## config.mk

```make
export PLATFORM = sky130hd
export DESIGN_NAME = nfh_seq
export DESIGN_NICKNAME = d
export VERILOG_FILES = /design/src/hw/nfh_pkg.sv /design/src/hw/nfh_seq.sv
export SDC_FILE = /design/constraint.sdc
export NUM_CORES = 1
export LEC_CHECK = 0
export BUFFER_PORTS_ARGS = -buffer_cell sky130_fd_sc_hd__clkbuf_2
export CAP_MARGIN = 10
export CORE_MARGIN = 8
export CORE_UTILIZATION = 30
export CTS_CLUSTER_SIZE = 30
export DETAILED_ROUTE_END_ITERATION = 10
export GPL_TIMING_DRIVEN = 0
export MAX_ROUTING_LAYER = met4
export SETUP_SLACK_MARGIN = 0.02
export SKIP_CTS_REPAIR_TIMING = 1
export SYNTH_ARGS = -nofsm -noshare
export SYNTH_HDL_FRONTEND = slang
export SYNTH_SLANG_ARGS = --single-unit
```

## constraint.sdc

```tcl
create_clock -name sys_clk -period 3.8 [get_ports sys_clk]
set_clock_uncertainty 0.2 [all_clocks]
set_input_delay 0.19 -clock sys_clk [delete_from_list [all_inputs] [get_ports sys_clk]]
set_output_delay 0.19 -clock sys_clk [all_outputs]
set_load 0.1 [all_outputs]
```

## src/hw/nfh_pkg.sv

```systemverilog
// Package for the NOR flash program/erase host sequencer.
// Assumes a 100 MHz system clock; all times but BUSY_DLY_FAST_NS become cycle counts here.
package nfh_pkg;
  // Clock period in picoseconds
  localparam int CLK_PS = 10000;
  // Times as printed, in their own units
  localparam int PROG_US = 60;
  localparam int ACC_PROG_US = 54;
  localparam int BUF_PROG_US = 240;
  localparam int ERASE_MS = 500;
  localparam int POLL_WAIT_US = 4;
  localparam int BUSY_DLY_FAST_NS = 70;
  localparam int BUSY_DLY_SLOW_NS = 90;
  localparam int PROT_PULSE_NS = 100;
  localparam int WR_PULSE_NS = 35;
  // Cycle counts: least times round up
  localparam int POLL_WAIT_CYC =
    (POLL_WAIT_US * 1000000 + CLK_PS - 1) / CLK_PS;
  localparam int BUSY_DLY_CYC =
    (BUSY_DLY_SLOW_NS * 1000 + CLK_PS - 1) / CLK_PS;
  localparam int PROT_PULSE_CYC = (PROT_PULSE_NS * 1000 + CLK_PS - 1) / CLK_PS;
  localparam int WR_PULSE_CYC = (WR_PULSE_NS * 1000 + CLK_PS - 1) / CLK_PS;
  // Typical completion figures in cycles; four times ERASE_CYC is the watchdog default
  localparam int PROG_CYC = PROG_US * 100;
  localparam int ACC_PROG_CYC = ACC_PROG_US * 100;
  localparam int BUF_PROG_CYC = BUF_PROG_US * 100;
  localparam int ERASE_CYC = ERASE_MS * 100000;
  // Buffer limits
  localparam int BUF_WORDS_MAX = 16;
  localparam int BUF_BYTES_MAX = 32;
  // Protect address bit positions
  localparam int PROT_A7 = 7;
  localparam int PROT_A2 = 2;
  localparam int PROT_A1 = 1;
  // Status bit positions
  localparam int POLL_BIT = 7;
  localparam int TOGGLE_BIT = 6;
  localparam int TIMEOUT_BIT = 5;

  // Operation codes
  typedef enum logic [2:0] {
    NFH_OP_PROG    = 3'h0,
    NFH_OP_BUFPROG = 3'h1,
    NFH_OP_ERASE   = 3'h2,
    NFH_OP_PROTECT = 3'h3,
    NFH_OP_UNPROT  = 3'h4,
    NFH_OP_SUSPEND = 3'h5,
    NFH_OP_RESUME  = 3'h6
  } nfh_op_t;

  // Command as presented by the user side
  typedef struct packed {
    nfh_op_t     op;
    logic [21:0] addr;
    logic [15:0] data;
    logic [5:0]  count;
  } nfh_cmd_t;

  // Completion report
  typedef struct packed {
    logic ok;
    logic timeout;
    logic busy;
  } nfh_stat_t;
endpackage

```

## src/hw/nfh_seq.sv

```systemverilog
// Host-side program/erase sequencer for an asynchronous parallel NOR flash.
// Assumes flash pins are registered here and sampled synchronously.
// What this block does
// - buffer program carries 1-16 words/1-32 bytes
// - wait 4 us before reading status
// - suspend inside wait: full wait after resume
// - suspend after wait: read at once
// - write again as soon as ready
// - protect uses A7=0, A2=1, A1=0
// - unprotect uses A7=1, A2=1, A1=0
// - protect write pulse at least 100 ns
// - read toggle bit twice and compare
// - on timeout bit, reread polling bit (here the polling bit is taken from the same read that shows the timeout bit)
`timescale 1ns/10ps
module nfh_seq
  import nfh_pkg::*;
#(
  parameter int ERASE_LIMIT = ERASE_CYC * 4,  // Watchdog on one operation
  parameter bit BYTE_MODE   = 1'b0            // Bus is byte wide
) (
  input  wire logic       sys_clk,
  input  wire logic       nrst,
  input  wire logic       cmd_valid,       // Command strobe
  input  wire nfh_cmd_t   cmd,             // Command contents
  output logic            cmd_ready,       // Idle, may take command
  output nfh_stat_t       stat,            // Last completion
  output logic            done,            // Completion pulse
  output logic [21:0]     flash_addr,      // Address pins
  output logic [15:0]     flash_dq_out,    // Data out
  output logic            flash_dq_oe_n,   // Low while driving data
  input  wire logic [15:0] flash_dq_in,    // Data in
  output logic            flash_ce_n,      // Chip enable
  output logic            flash_we_n,      // Write strobe
  output logic            flash_oe_n,      // Read strobe
  input  wire logic       ready_busy_output // Low while busy
);
  // Refuse a watchdog no longer than the poll wait
  if (ERASE_LIMIT <= POLL_WAIT_CYC) begin : g_bad_limit
    $error("ERASE_LIMIT too small");
  end

  // One-hot states
  typedef enum logic [6:0] {
    S_IDLE  = 7'h01,  // Waiting for a command
    S_WRITE = 7'h02,  // Strobe active
    S_GAP   = 7'h04,  // Strobe high between writes
    S_POLLW = 7'h08,  // Status-poll wait
    S_RD1   = 7'h10,  // First status read
    S_RD2   = 7'h20,  // Second status read
    S_SUSP  = 7'h40   // Operation suspended
  } nfh_state_t;

  nfh_state_t  state, next_state;         // Sequencer state
  logic [31:0] tmr, next_tmr;             // Phase timer
  logic [31:0] wdog, next_wdog;           // Whole-op watchdog
  logic [5:0]  left, next_left;           // Buffer writes left
  logic [15:0] first, next_first;         // First status sample
  logic        past_wait, next_past_wait; // Poll wait already done
  nfh_cmd_t    cur, next_cur;             // Held command
  logic        next_cmd_ready, next_done;
  nfh_stat_t   next_stat;
  logic [21:0] next_addr;
  logic [15:0] next_dq;
  logic        next_oe_dq_n, next_ce_n, next_we_n, next_oe_n;
  logic        is_prot, toggling;

  assign is_prot = (cur.op == NFH_OP_PROTECT) || (cur.op == NFH_OP_UNPROT);
  // Toggle bit compared across two reads
  assign toggling = first[TOGGLE_BIT] != flash_dq_in[TOGGLE_BIT];

  // Next-state and pin computation
  always_comb begin
    next_state     = state;
    next_tmr       = tmr + 32'h1;
    next_wdog      = wdog + 32'h1;
    next_left      = left;
    next_first     = first;
    next_past_wait = past_wait;
    next_cur       = cur;
    next_done      = 1'b0;
    next_stat      = stat;
    next_addr      = flash_addr;
    next_dq        = flash_dq_out;
    next_oe_dq_n   = flash_dq_oe_n;
    next_ce_n      = 1'b1;
    next_we_n      = 1'b1;
    next_oe_n      = 1'b1;
    unique case (state)
      S_IDLE: begin
        next_oe_dq_n   = 1'b1;
        // New work only from idle, so nothing overlaps a busy op
        if (cmd_valid && cmd.op != NFH_OP_SUSPEND &&
            cmd.op != NFH_OP_RESUME) begin
          next_cur  = cmd;
          // Buffer length clamped to 1..16 words or 1..32 bytes
          if (cmd.op == NFH_OP_BUFPROG) begin
            if (cmd.count == 6'h00)
              next_left = 6'h01;
            else if (!BYTE_MODE && cmd.count > 6'(BUF_WORDS_MAX))
              next_left = 6'(BUF_WORDS_MAX);
            else if (cmd.count > 6'(BUF_BYTES_MAX))
              next_left = 6'(BUF_BYTES_MAX);
            else
              next_left = cmd.count;
          end else begin
            next_left = 6'h01;
          end
          next_addr = cmd.addr;
          if (cmd.op == NFH_OP_PROTECT || cmd.op == NFH_OP_UNPROT) begin
            next_addr[PROT_A7] = (cmd.op == NFH_OP_UNPROT);
            next_addr[PROT_A2] = 1'b1;
            next_addr[PROT_A1] = 1'b0;
          end
          next_dq        = cmd.data;
          next_oe_dq_n   = 1'b0;
          next_ce_n      = 1'b0;
          next_we_n      = 1'b0;
          next_tmr       = 32'h0;
          next_wdog      = 32'h0;
          next_past_wait = 1'b0;
          next_state     = S_WRITE;
        end
      end
      S_WRITE: begin
        next_ce_n = 1'b0;
        next_we_n = 1'b0;
        // Protect needs the long pulse, others the plain write pulse
        if ((is_prot && tmr >= 32'(PROT_PULSE_CYC - 1)) ||
            (!is_prot && tmr >= 32'(WR_PULSE_CYC - 1))) begin
          next_we_n  = 1'b1;
          next_ce_n  = 1'b1;
          next_left  = left - 6'h01;
          next_tmr   = 32'h0;
          next_state = S_GAP;
        end
      end
      S_GAP: begin
        if (left != 6'h00) begin
          // Next buffer word at next address
          next_addr  = flash_addr + 22'h1;
          next_ce_n  = 1'b0;
          next_we_n  = 1'b0;
          next_tmr   = 32'h0;
          next_state = S_WRITE;
        end else begin
          next_oe_dq_n = 1'b1;
          next_tmr     = 32'h0;
          next_state   = S_POLLW;
        end
      end
      S_POLLW: begin
        // Status not trusted until the poll wait ends
        if (cmd_valid && cmd.op == NFH_OP_SUSPEND) begin
          next_state = S_SUSP;
        end else if (tmr >= 32'(POLL_WAIT_CYC - 1)) begin
          next_past_wait = 1'b1;
          next_ce_n      = 1'b0;
          next_oe_n      = 1'b0;
          next_state     = S_RD1;
        end
      end
      S_RD1: begin
        next_first = flash_dq_in;
        next_ce_n  = 1'b0;
        next_oe_n  = 1'b0;
        next_state = S_RD2;
      end
      S_RD2: begin
        if (cmd_valid && cmd.op == NFH_OP_SUSPEND) begin
          next_state = S_SUSP;
        end else if (!toggling && ready_busy_output) begin
          next_stat  = '{ok: 1'b1, timeout: 1'b0, busy: 1'b0};
          next_done  = 1'b1;
          next_state = S_IDLE;
        end else if (flash_dq_in[TIMEOUT_BIT] ||
                     wdog >= 32'(ERASE_LIMIT)) begin
          // Polling bit taken from the same read that shows the timeout bit, not read again
          next_stat = '{ok: (flash_dq_in[POLL_BIT] == cur.data[POLL_BIT]),
                        timeout: 1'b1, busy: 1'b0};
          next_done  = 1'b1;
          next_state = S_IDLE;
        end else begin
          next_ce_n  = 1'b0;
          next_oe_n  = 1'b0;
          next_state = S_RD1;
        end
      end
      S_SUSP: begin
        next_wdog = wdog;
        if (cmd_valid && cmd.op == NFH_OP_RESUME) begin
          next_tmr = 32'h0;
          // Early suspend repeats the wait, late one reads at once
          if (past_wait) begin
            next_ce_n  = 1'b0;
            next_oe_n  = 1'b0;
            next_state = S_RD1;
          end else begin
            next_state = S_POLLW;
          end
        end
      end
    endcase
    next_stat.busy = (next_state != S_IDLE) && (next_state != S_SUSP);
    next_cmd_ready = (next_state == S_IDLE);  // Ready in step with idle
  end

  // State registers
  always_ff @(posedge sys_clk or negedge nrst) begin
    if (!nrst) begin
      state         <= S_IDLE;
      tmr           <= 32'h0;
      wdog          <= 32'h0;
      left          <= 6'h00;
      first         <= 16'h0;
      past_wait     <= 1'b0;
      cur           <= '0;
      cmd_ready     <= 1'b0;
      done          <= 1'b0;
      stat          <= '0;
      flash_addr    <= 22'h0;
      flash_dq_out  <= 16'h0;
      flash_dq_oe_n <= 1'b1;
      flash_ce_n    <= 1'b1;
      flash_we_n    <= 1'b1;
      flash_oe_n    <= 1'b1;
    end else begin
      state         <= next_state;
      tmr           <= next_tmr;
      wdog          <= next_wdog;
      left          <= next_left;
      first         <= next_first;
      past_wait     <= next_past_wait;
      cur           <= next_cur;
      cmd_ready     <= next_cmd_ready;
      done          <= next_done;
      stat          <= next_stat;
      flash_addr    <= next_addr;
      flash_dq_out  <= next_dq;
      flash_dq_oe_n <= next_oe_dq_n;
      flash_ce_n    <= next_ce_n;
      flash_we_n    <= next_we_n;
      flash_oe_n    <= next_oe_n;
    end
  end

  // Protect strobe stays low the full long pulse
  AST_PROT_PULSE: assert property (@(posedge sys_clk) disable iff (!nrst)
    (state == S_IDLE && next_state == S_WRITE &&
     next_cur.op inside {NFH_OP_PROTECT, NFH_OP_UNPROT}) |=>
      (!flash_we_n)[*8] ##1 !flash_we_n ##1 !flash_we_n)
    else $error("protect pulse short");
  // No status read inside the poll wait
  AST_POLL_WAIT: assert property (@(posedge sys_clk) disable iff (!nrst)
    (state == S_POLLW && tmr < 32'(POLL_WAIT_CYC - 1)) |=> flash_oe_n)
    else $error("status read too early");
  // Early suspend returns to the wait
  AST_EARLY_RESUME: assert property (@(posedge sys_clk) disable iff (!nrst)
    (state == S_SUSP && !past_wait && cmd_valid && cmd.op == NFH_OP_RESUME)
      |=> state == S_POLLW && tmr == 32'h0)
    else $error("wait not reapplied");
  // Late suspend reads at once
  AST_LATE_RESUME: assert property (@(posedge sys_clk) disable iff (!nrst)
    (state == S_SUSP && past_wait && cmd_valid && cmd.op == NFH_OP_RESUME)
      |=> state == S_RD1 && !flash_oe_n)
    else $error("late resume not immediate");
  // Protect address encoding
  AST_PROT_ADDR: assert property (@(posedge sys_clk) disable iff (!nrst)
    (!flash_we_n && cur.op == NFH_OP_PROTECT) |->
      !flash_addr[7] && flash_addr[2] && !flash_addr[1])
    else $error("protect address wrong");
  AST_UNPROT_ADDR: assert property (@(posedge sys_clk) disable iff (!nrst)
    (!flash_we_n && cur.op == NFH_OP_UNPROT) |->
      flash_addr[7] && flash_addr[2] && !flash_addr[1])
    else $error("unprotect address wrong");
  // No command accepted while busy
  AST_NO_OVERLAP: assert property (@(posedge sys_clk) disable iff (!nrst)
    (state != S_IDLE) |=> $stable(cur))
    else $error("command taken while busy");
  // Buffer burst never exceeds the buffer
  AST_BUF_LEN: assert property (@(posedge sys_clk) disable iff (!nrst)
    left <= (BYTE_MODE ? 6'(BUF_BYTES_MAX) : 6'(BUF_WORDS_MAX)))
    else $error("buffer too long");
  // Successful completion only with ready seen on the pin
  AST_DONE_READY: assert property (@(posedge sys_clk) disable iff (!nrst)
    (done && stat.ok && !stat.timeout) |-> $past(ready_busy_output))
    else $error("done while busy");

  COV_PROG: cover property (@(posedge sys_clk) disable iff (!nrst)
    state == S_IDLE && cmd_valid && cmd.op == NFH_OP_PROG);
  COV_SUSP: cover property (@(posedge sys_clk) disable iff (!nrst)
    state == S_SUSP ##1 state == S_POLLW);
  COV_TIMEOUT: cover property (@(posedge sys_clk) disable iff (!nrst)
    done && stat.timeout);
endmodule

```

==> results of run 1 <==
## logic make-up after synthesis
logic type                 count (synthesis)
xor gates and xnor gates                  60
buffers and inverters                     65
and+or+nand+nor                          388
adders and majority gates                  8
muxes                                      1
AOI/OAI and AO/OA                        138
DFF                                      129
## registers in the layout (all words and copies together) (netlist names)
| name | flops |
|---|---|
| flash_oe_n | 1 |
| done | 1 |
| first | 1 |
| flash_dq_oe_n | 1 |
| left | 6 |
| cmd_ready | 1 |
| stat | 3 |
| past_wait | 1 |
| state | 7 |
| cur | 19 |
| tmr | 32 |
| flash_addr | 22 |
| wdog | 32 |
| flash_ce_n | 1 |
| flash_we_n | 1 |
## through the flow
| stage | cell area, um^2 | utilization, % |
|---|---|---|
| 2_1_floorplan | 7010 | - |
| 3_3_place_gp | 7910 | 34.1 |
| 3_5_place_dp | 7950 | 34.3 |
| 4_1_cts | 8560 | 36.9 |
| 5_1_grt | 9000 | 38.8 |
| 6_report | 9000 | 38.8 |
## how the worst max path moves through the flow
stage | startpoint | to | depth (start not counted)
final | state[4] | tmr[21] | 9
after global placement | nrst | cur[13] | 1
after global routing | state[4] | tmr[5] | 9
after CTS | state[4] | tmr[30] | 9
after floorplan | tmr[0] | stat[0] | 7
after detailed placement | state[0] | flash_addr[16] | 8
## synth_stat cells (4+ instances only)
master | number | area (um^2)
a211oi_1 | 5 | 37.5
a21oi_1 | 52 | 260
and2_1 | 6 | 37.5
and3_1 | 11 | 68.8
and4_1 | 10 | 87.6
buf_4 | 17 | 128
clkbuf_1 | 26 | 97.6
dfrtp_1 | 124 | 3100
dfstp_2 | 5 | 131
ha_1 | 8 | 100
inv_1 | 17 | 63.8
nand2_1 | 114 | 428
nand2b_1 | 4 | 25.0
nand3_1 | 37 | 185
nand4_1 | 18 | 113
nand4b_1 | 4 | 35.0
nor2_1 | 110 | 413
nor3_1 | 15 | 75.1
nor3b_1 | 7 | 52.6
nor4_1 | 9 | 56.3
o21ai_0 | 29 | 145
o22ai_1 | 12 | 75.1
o31ai_1 | 4 | 30.0
or3_1 | 9 | 56.3
or4_1 | 4 | 30.0
xnor2_1 | 24 | 210
xor2_1 | 36 | 315
## layout make-up
class	instances	area share, %
plain buffers	48	2.92
clock buffers	22	5.27
clock inverters	10	1.47
inverters	17	0.709
multi-input cells	595	38.4
flip-flops and latches	129	36.0
well taps	319	4.44
repair buffers	145	10.9
## where the power goes
group	total (W)	internal (W)	switching (W)
Clock	0.00168	0.00108	0.000601
Sequential	0.00224	0.00181	0.000431
Combinational	0.00343	0.000867	0.00256
Total	0.00735	0.00376	0.00360
## per-layer routing
layer	wire length, um	part of all wire, %	vias to the layer above	global-route usage [%]
met1	9040	46	3030	18.0
met2	9610	49	157	21.8
met3	644	3.3	35	2.49
met4	468	2.4	0	5.01
met5	0	0	-	-
li1	-	-	3082	-
## critical path, cell delays in order, from the launching register on
cell      delay (ps)
dfrtp_1          350
buf_2            190
nor3_2           360
nand4b_1         220
clkbuf_1         310
nand2_1          170
nor2_1            80
a211oi_1         630
clkbuf_1         480
nor2_1           110
==> flow_metrics.py, run 1 <==
metrics = {
    "worst_hold_path": {
        "hold_class": "in -> reg",
        "min-delay-start": "cmd[33]",
        "whs_path_depth": 3,
        "min_to": "flash_addr[11]",
    },
    "clock_tree": {
        "cts_root_buffer": "clkbuf_16",
        "cts_sinks": 129,
        "htreeDepth": 4,
        "cts.clk_slew.worst_paths_ps": 60,
        "clk-insertion-delay-late_ps": 420,
        "cts_made_buffers": 17,
        "cts_max_path_buffers": 2,
        "cts_tree": "built",
    },
    "sta": {
        "setup_viol": 0,
        "period_needed_ps": 3240,
        "grt_setup_unrepaired": "false",
        "setup_tns_ps": 0,
        "fmax_mhz": 309,
        "fin_crit_sh_pct": 85.2,
        "holdWs_ps": -16.7,
        "max_slew_margin_pct": 26.6,
        "setup_slack_ps": 562,
        "slew_viol_final": 0,
        "tightest_slew_ps": 1070,
        "finalHoldViolCount": 1,
    },
    "floorplanning": {
        "die_area_um2": 28500,
        "floorplan.initialDensity_pct": 30.2,
        "die_width_um": 169,
        "core.rowCount": 56,
        "coreArea_um2": 23200,
        "die_height_um": 169,
        "ios": 114,
    },
    "critical_path": {
        "reg2reg_from": "state[4]",
        "cp-start-kind": "flop",
        "cp.arrival_ps": 3320,
        "r2r_end": "tmr[21]",
        "worstPathRequired_ps": 3880,
        "regToRegSetupSlack_ps": 560,
        "worstSetupPathType": "reg -> reg",
        "cp_max_fo": 10,
        "crit_path_end_kind": "flop",
        "reg2reg_depth": 9,
    },
    "run": {
        "max-cap-violations": 0,
    },
    "power_and_ir_drop": {
        "power.leakage_nw": 3.96,
        "p_total_w": 0.00735,
        "p_per_area_nw_per_um2": 817,
        "worst_ir_drop_vdd_uv": 524,
    },
    "synthesis": {
        "ys_seq_area_share_pct": 46.1,
        "async_reset_ff_share_pct": 100,
        "synthAdderAreaFrac_pct": 1.43,
        "synth_area_um2": 7010,
        "synth-simple-area-share_pct": 27.9,
        "syn-num-nets": 864,
        "synth-compound-area-share_pct": 12.2,
        "synth_mux_area_share_pct": 0.161,
        "ys_types": 73,
        "avgSynthCellArea_um2": 8.89,
        "synth_cells": 789,
        "synth_warnings": 0,
        "synth-seq-cells": 129,
        "synthFlopType": "dfrtp_1",
        "synthXorXnorAreaFrac_pct": 7.49,
        "synth_top_family_by_area": "simple AND/OR/NAND/NOR gates",
        "synth_edf_count": 0,
    },
    "global_route": {
        "grt_use_total_pct": 14.0,
        "grt_pass1_vias": 6073,
        "grt_pass1_wl_um": 31400,
        "antenna_found_initial": 0,
        "grt_max_degree": 79,
        "grt_overflow": 0,
    },
    "final_layout": {
        "fillers": 2357,
        "drive_gt1_share_pct": 18.7,
        "fin_cells": 1285,
        "area_growth_pct": 28.3,
        "seq_area_um2": 3230,
        "final_cell_mix": "dfrtp_1, nand2_1, nor2_1",
        "diodes": 0,
        "multi_input_comb_area_um2": 3450,
        "final_common_cell": "dfrtp_1",
        "num-nets-final": 1028,
    },
    "routing": {
        "drt_iter0_markers": 423,
        "avgViaCountPerCell": 4.91,
        "drc": 0,
        "final_antenna_net_count": 0,
        "dr.pass1.iters": 5,
        "vias": 6304,
        "routed_wl_um": 19800,
        "post_drt_wl_per_cell_um": 15.4,
    },
    "status": {
        "violations": "negative hold slack",
        "status": "complete, but fails checks",
    },
    "place": {
        "post-dp-hpwl_um": 14000,
        "gp_congestion": 0.845,
        "io_buffers": 100,
        "dp_cells": 1209,
        "place_ws_ps": 564,
    },
}
No activity file was read; power rests on OpenSTA's default activity.
==> run 2: changes to the inputs <==
--- a/config.mk
+++ b/config.mk
@@ -5,6 +5,7 @@
 export SDC_FILE = /design/constraint.sdc
 export NUM_CORES = 1
 export LEC_CHECK = 0
+export ABC_AREA = 1
 export BUFFER_PORTS_ARGS = -buffer_cell sky130_fd_sc_hd__clkbuf_2
 export CAP_MARGIN = 10
 export CORE_MARGIN = 8
==> run 2 against run 1 <==
The run still ends with negative hold slack left. First-iteration DRC count up 66%. Wire length up 17%. Total power down 5.5%. Die area up 14%. Worst hold slack worse by 15 ps. Critical path depth up 3. Combinational power down 8.5%. Global-route usage up 0.37 points. Non-clock buffer count down 13. Register-to-register slack better by 910 ps. Critical path type unchanged. Largest cell class unchanged. Largest power group unchanged.
==> flow_metrics.py, run 2 <==
metrics = {
    "floorplanning": {
        "die_height_um": 180,
        "floorplan.initialDensity_pct": 30.3,
        "ios": 114,
        "coreArea_um2": 26700,
        "core.rowCount": 60,
        "die_width_um": 180,
        "die_area_um2": 32400,
    },
    "sta": {
        "setup_tns_ps": 0,
        "slew_viol_final": 0,
        "period_needed_ps": 2330,
        "tightest_slew_ps": 573,
        "fmax_mhz": 430,
        "holdWs_ps": -31.5,
        "setup_viol": 0,
        "grt_setup_unrepaired": "false",
        "fin_crit_sh_pct": 61.2,
        "finalHoldViolCount": 2,
        "max_slew_margin_pct": 61.8,
        "setup_slack_ps": 1470,
    },
    "clock_tree": {
        "cts_tree": "built",
        "cts_made_buffers": 17,
        "cts.clk_slew.worst_paths_ps": 60,
        "htreeDepth": 4,
        "clk-insertion-delay-late_ps": 430,
        "cts_root_buffer": "clkbuf_16",
        "cts_sinks": 129,
        "cts_max_path_buffers": 2,
    },
    "synthesis": {
        "yosys-top-cells-area": "dfrtp_1, nand2_1, inv_1",
        "synth-seq-cells": 129,
        "synthFlopType": "dfrtp_1",
        "synth_warnings": 0,
        "synth_edf_count": 0,
        "ys_top_cells_by_count": "nand2_1, inv_1, nor2_1",
        "yosys.area.top_type": "dfrtp_1",
        "yosysTopAreaCellShare_pct": 38.5,
        "ys_seq_area_share_pct": 40.1,
        "async_reset_ff_share_pct": 100,
        "synth_area_um2": 8060,
        "avgSynthCellArea_um2": 7.20,
        "yosysMostFrequentCell": "nand2_1",
        "syn-num-nets": 1195,
        "ys_types": 51,
        "synth_cells": 1120,
    },
    "status": {
        "violations": "negative hold slack",
        "status": "complete, but fails checks",
    },
    "critical_path": {
        "reg2reg_from": "tmr[0]",
        "cp-start-kind": "flop",
        "reg2reg_depth": 12,
        "worstSetupPathType": "reg -> reg",
        "worstPathRequired_ps": 3910,
        "r2r_end": "tmr[16]",
        "crit_path_end_kind": "flop",
        "regToRegSetupSlack_ps": 1470,
        "cp.arrival_ps": 2440,
        "cp_max_fo": 4,
    },
    "power_and_ir_drop": {
        "worst_ir_drop_vdd_uv": 427,
        "p_per_area_nw_per_um2": 689,
        "power.leakage_nw": 4.95,
    },
    "worst_hold_path": {
        "min-delay-start": "cmd[3]",
        "whs_path_depth": 5,
        "hold_class": "in -> reg",
        "min_to": "left[3]",
    },
    "place": {
        "gp_congestion": 0.904,
        "place_ws_ps": 1490,
        "post-dp-hpwl_um": 17100,
        "io_buffers": 100,
    },
    "final_layout": {
        "final_common_cell": "nand2_1",
        "area_growth_pct": 25.1,
        "final_cell_mix": "nand2_1, inv_1, nor2_1",
        "drive_gt1_share_pct": 17.6,
        "final_util_pct": 37.8,
        "num-nets-final": 1357,
        "top_regs": "tmr: 32 flops, wdog: 32 flops, flash_addr: 22 flops",
        "diodes": 0,
    },
    "routing": {
        "post_drt_wl_per_cell_um": 14.2,
        "dr.pass1.iters": 5,
        "routed_wl_um": 23200,
        "drt_iter0_markers": 703,
        "final_antenna_net_count": 0,
        "vias": 7840,
        "drc": 0,
        "avgViaCountPerCell": 4.79,
    },
    "global_route": {
        "antenna_found_initial": 0,
        "grt_max_degree": 102,
        "grt_overflow": 0,
        "grt_pass1_vias": 7463,
        "grt_pass1_wl_um": 37500,
        "grt_use_total_pct": 14.4,
    },
    "run": {
        "max-cap-violations": 0,
    },
}
[run 2: cell types whose count changed after synthesis, sizes merged, moves of 10 or more]
cell | previous run | this run
inv | 17 | 168
nand2 | 114 | 259
nor2 | 111 | 163
nand3 | 37 | 79
o21ai | 31 | 67
nor3 | 17 | 44
nand4 | 18 | 38
xnor2 | 24 | 4
xor2 | 36 | 16
clkbuf | 27 | 8
and3 | 14 | 1
and4 | 10 | 0
[run 2: worst max-delay path by stage]
stage	slack [ps]	endpoint	depth (start not counted)	start
final	1470	tmr[16]	12	tmr[0]
after global routing	1120	tmr[16]	12	tmr[0]
after global placement	110	wdog[13]	1	nrst
after CTS	1480	cmd_ready	13	tmr[0]
after floorplan	1090	flash_addr[18]	13	flash_addr[0]
after detailed placement	1490	cmd_ready	13	tmr[0]
[run 2: cells by family after synthesis]
family                   Yosys count  synth area share (%)
AO/OA/AOI/OAI                    150                  10.5
buffers and inverters            206                  11.0
XOR/XNOR                          20                  2.17
adder cells (fa/ha/maj)            8                  1.24
AND/OR/NAND/NOR                  607                  34.9
flip-flops                       129                  40.1
[run 2: cell type report]
type,instances,area [um^2]
fill,2730,16600
timing repair buffer,143,957
clock inverter,13,185
buffer,37,251
inverter,169,639
multi-input combinational,785,3940
clock buffer,19,453
tap,341,427
sequential,129,3230
[run 2: critical path, stage by stage (launching register included)]
cell and delay, ps:
dfrtp_1 390, ha_1 250, nand2_1 90, nor2_1 250
nand2_1 120, nor2_1 220, inv_1 100, nor2_1 140
nand2_1 90, nor2_1 170, nand3_1 90, nand2_1 70
a21oi_1 40
[run 2: where the power goes]
group | internal [W] | switching [W]
Sequential | 0.00170 | 0.000331
Combinational | 0.000753 | 0.00238
Clock | 0.00113 | 0.000650
Total | 0.00359 | 0.00337
[run 2: routing by layer]
layer,wire [um],share of wire (%),global-route usage (%),vias to the layer above
met5,0,0,-,-
met4,227,0.98,3.77,0
met3,834,3.6,2.50,15
met2,11100,48,23.0,172
met1,11000,48,18.5,3702
li1,-,-,-,3951
[run 2: through the flow]
step	instances	cell area (um^2)	power, W	hold slack (ps)
5_1_grt	1636	10100	0.00735	5.36
3_3_place_gp	1561	8990	0.00513	191
2_1_floorplan	1120	8060	0.00450	-306
3_5_place_dp	1562	9030	0.00516	-100
4_1_cts	1594	9670	0.00697	-554
6_report	1636	10100	0.00695	-31.5
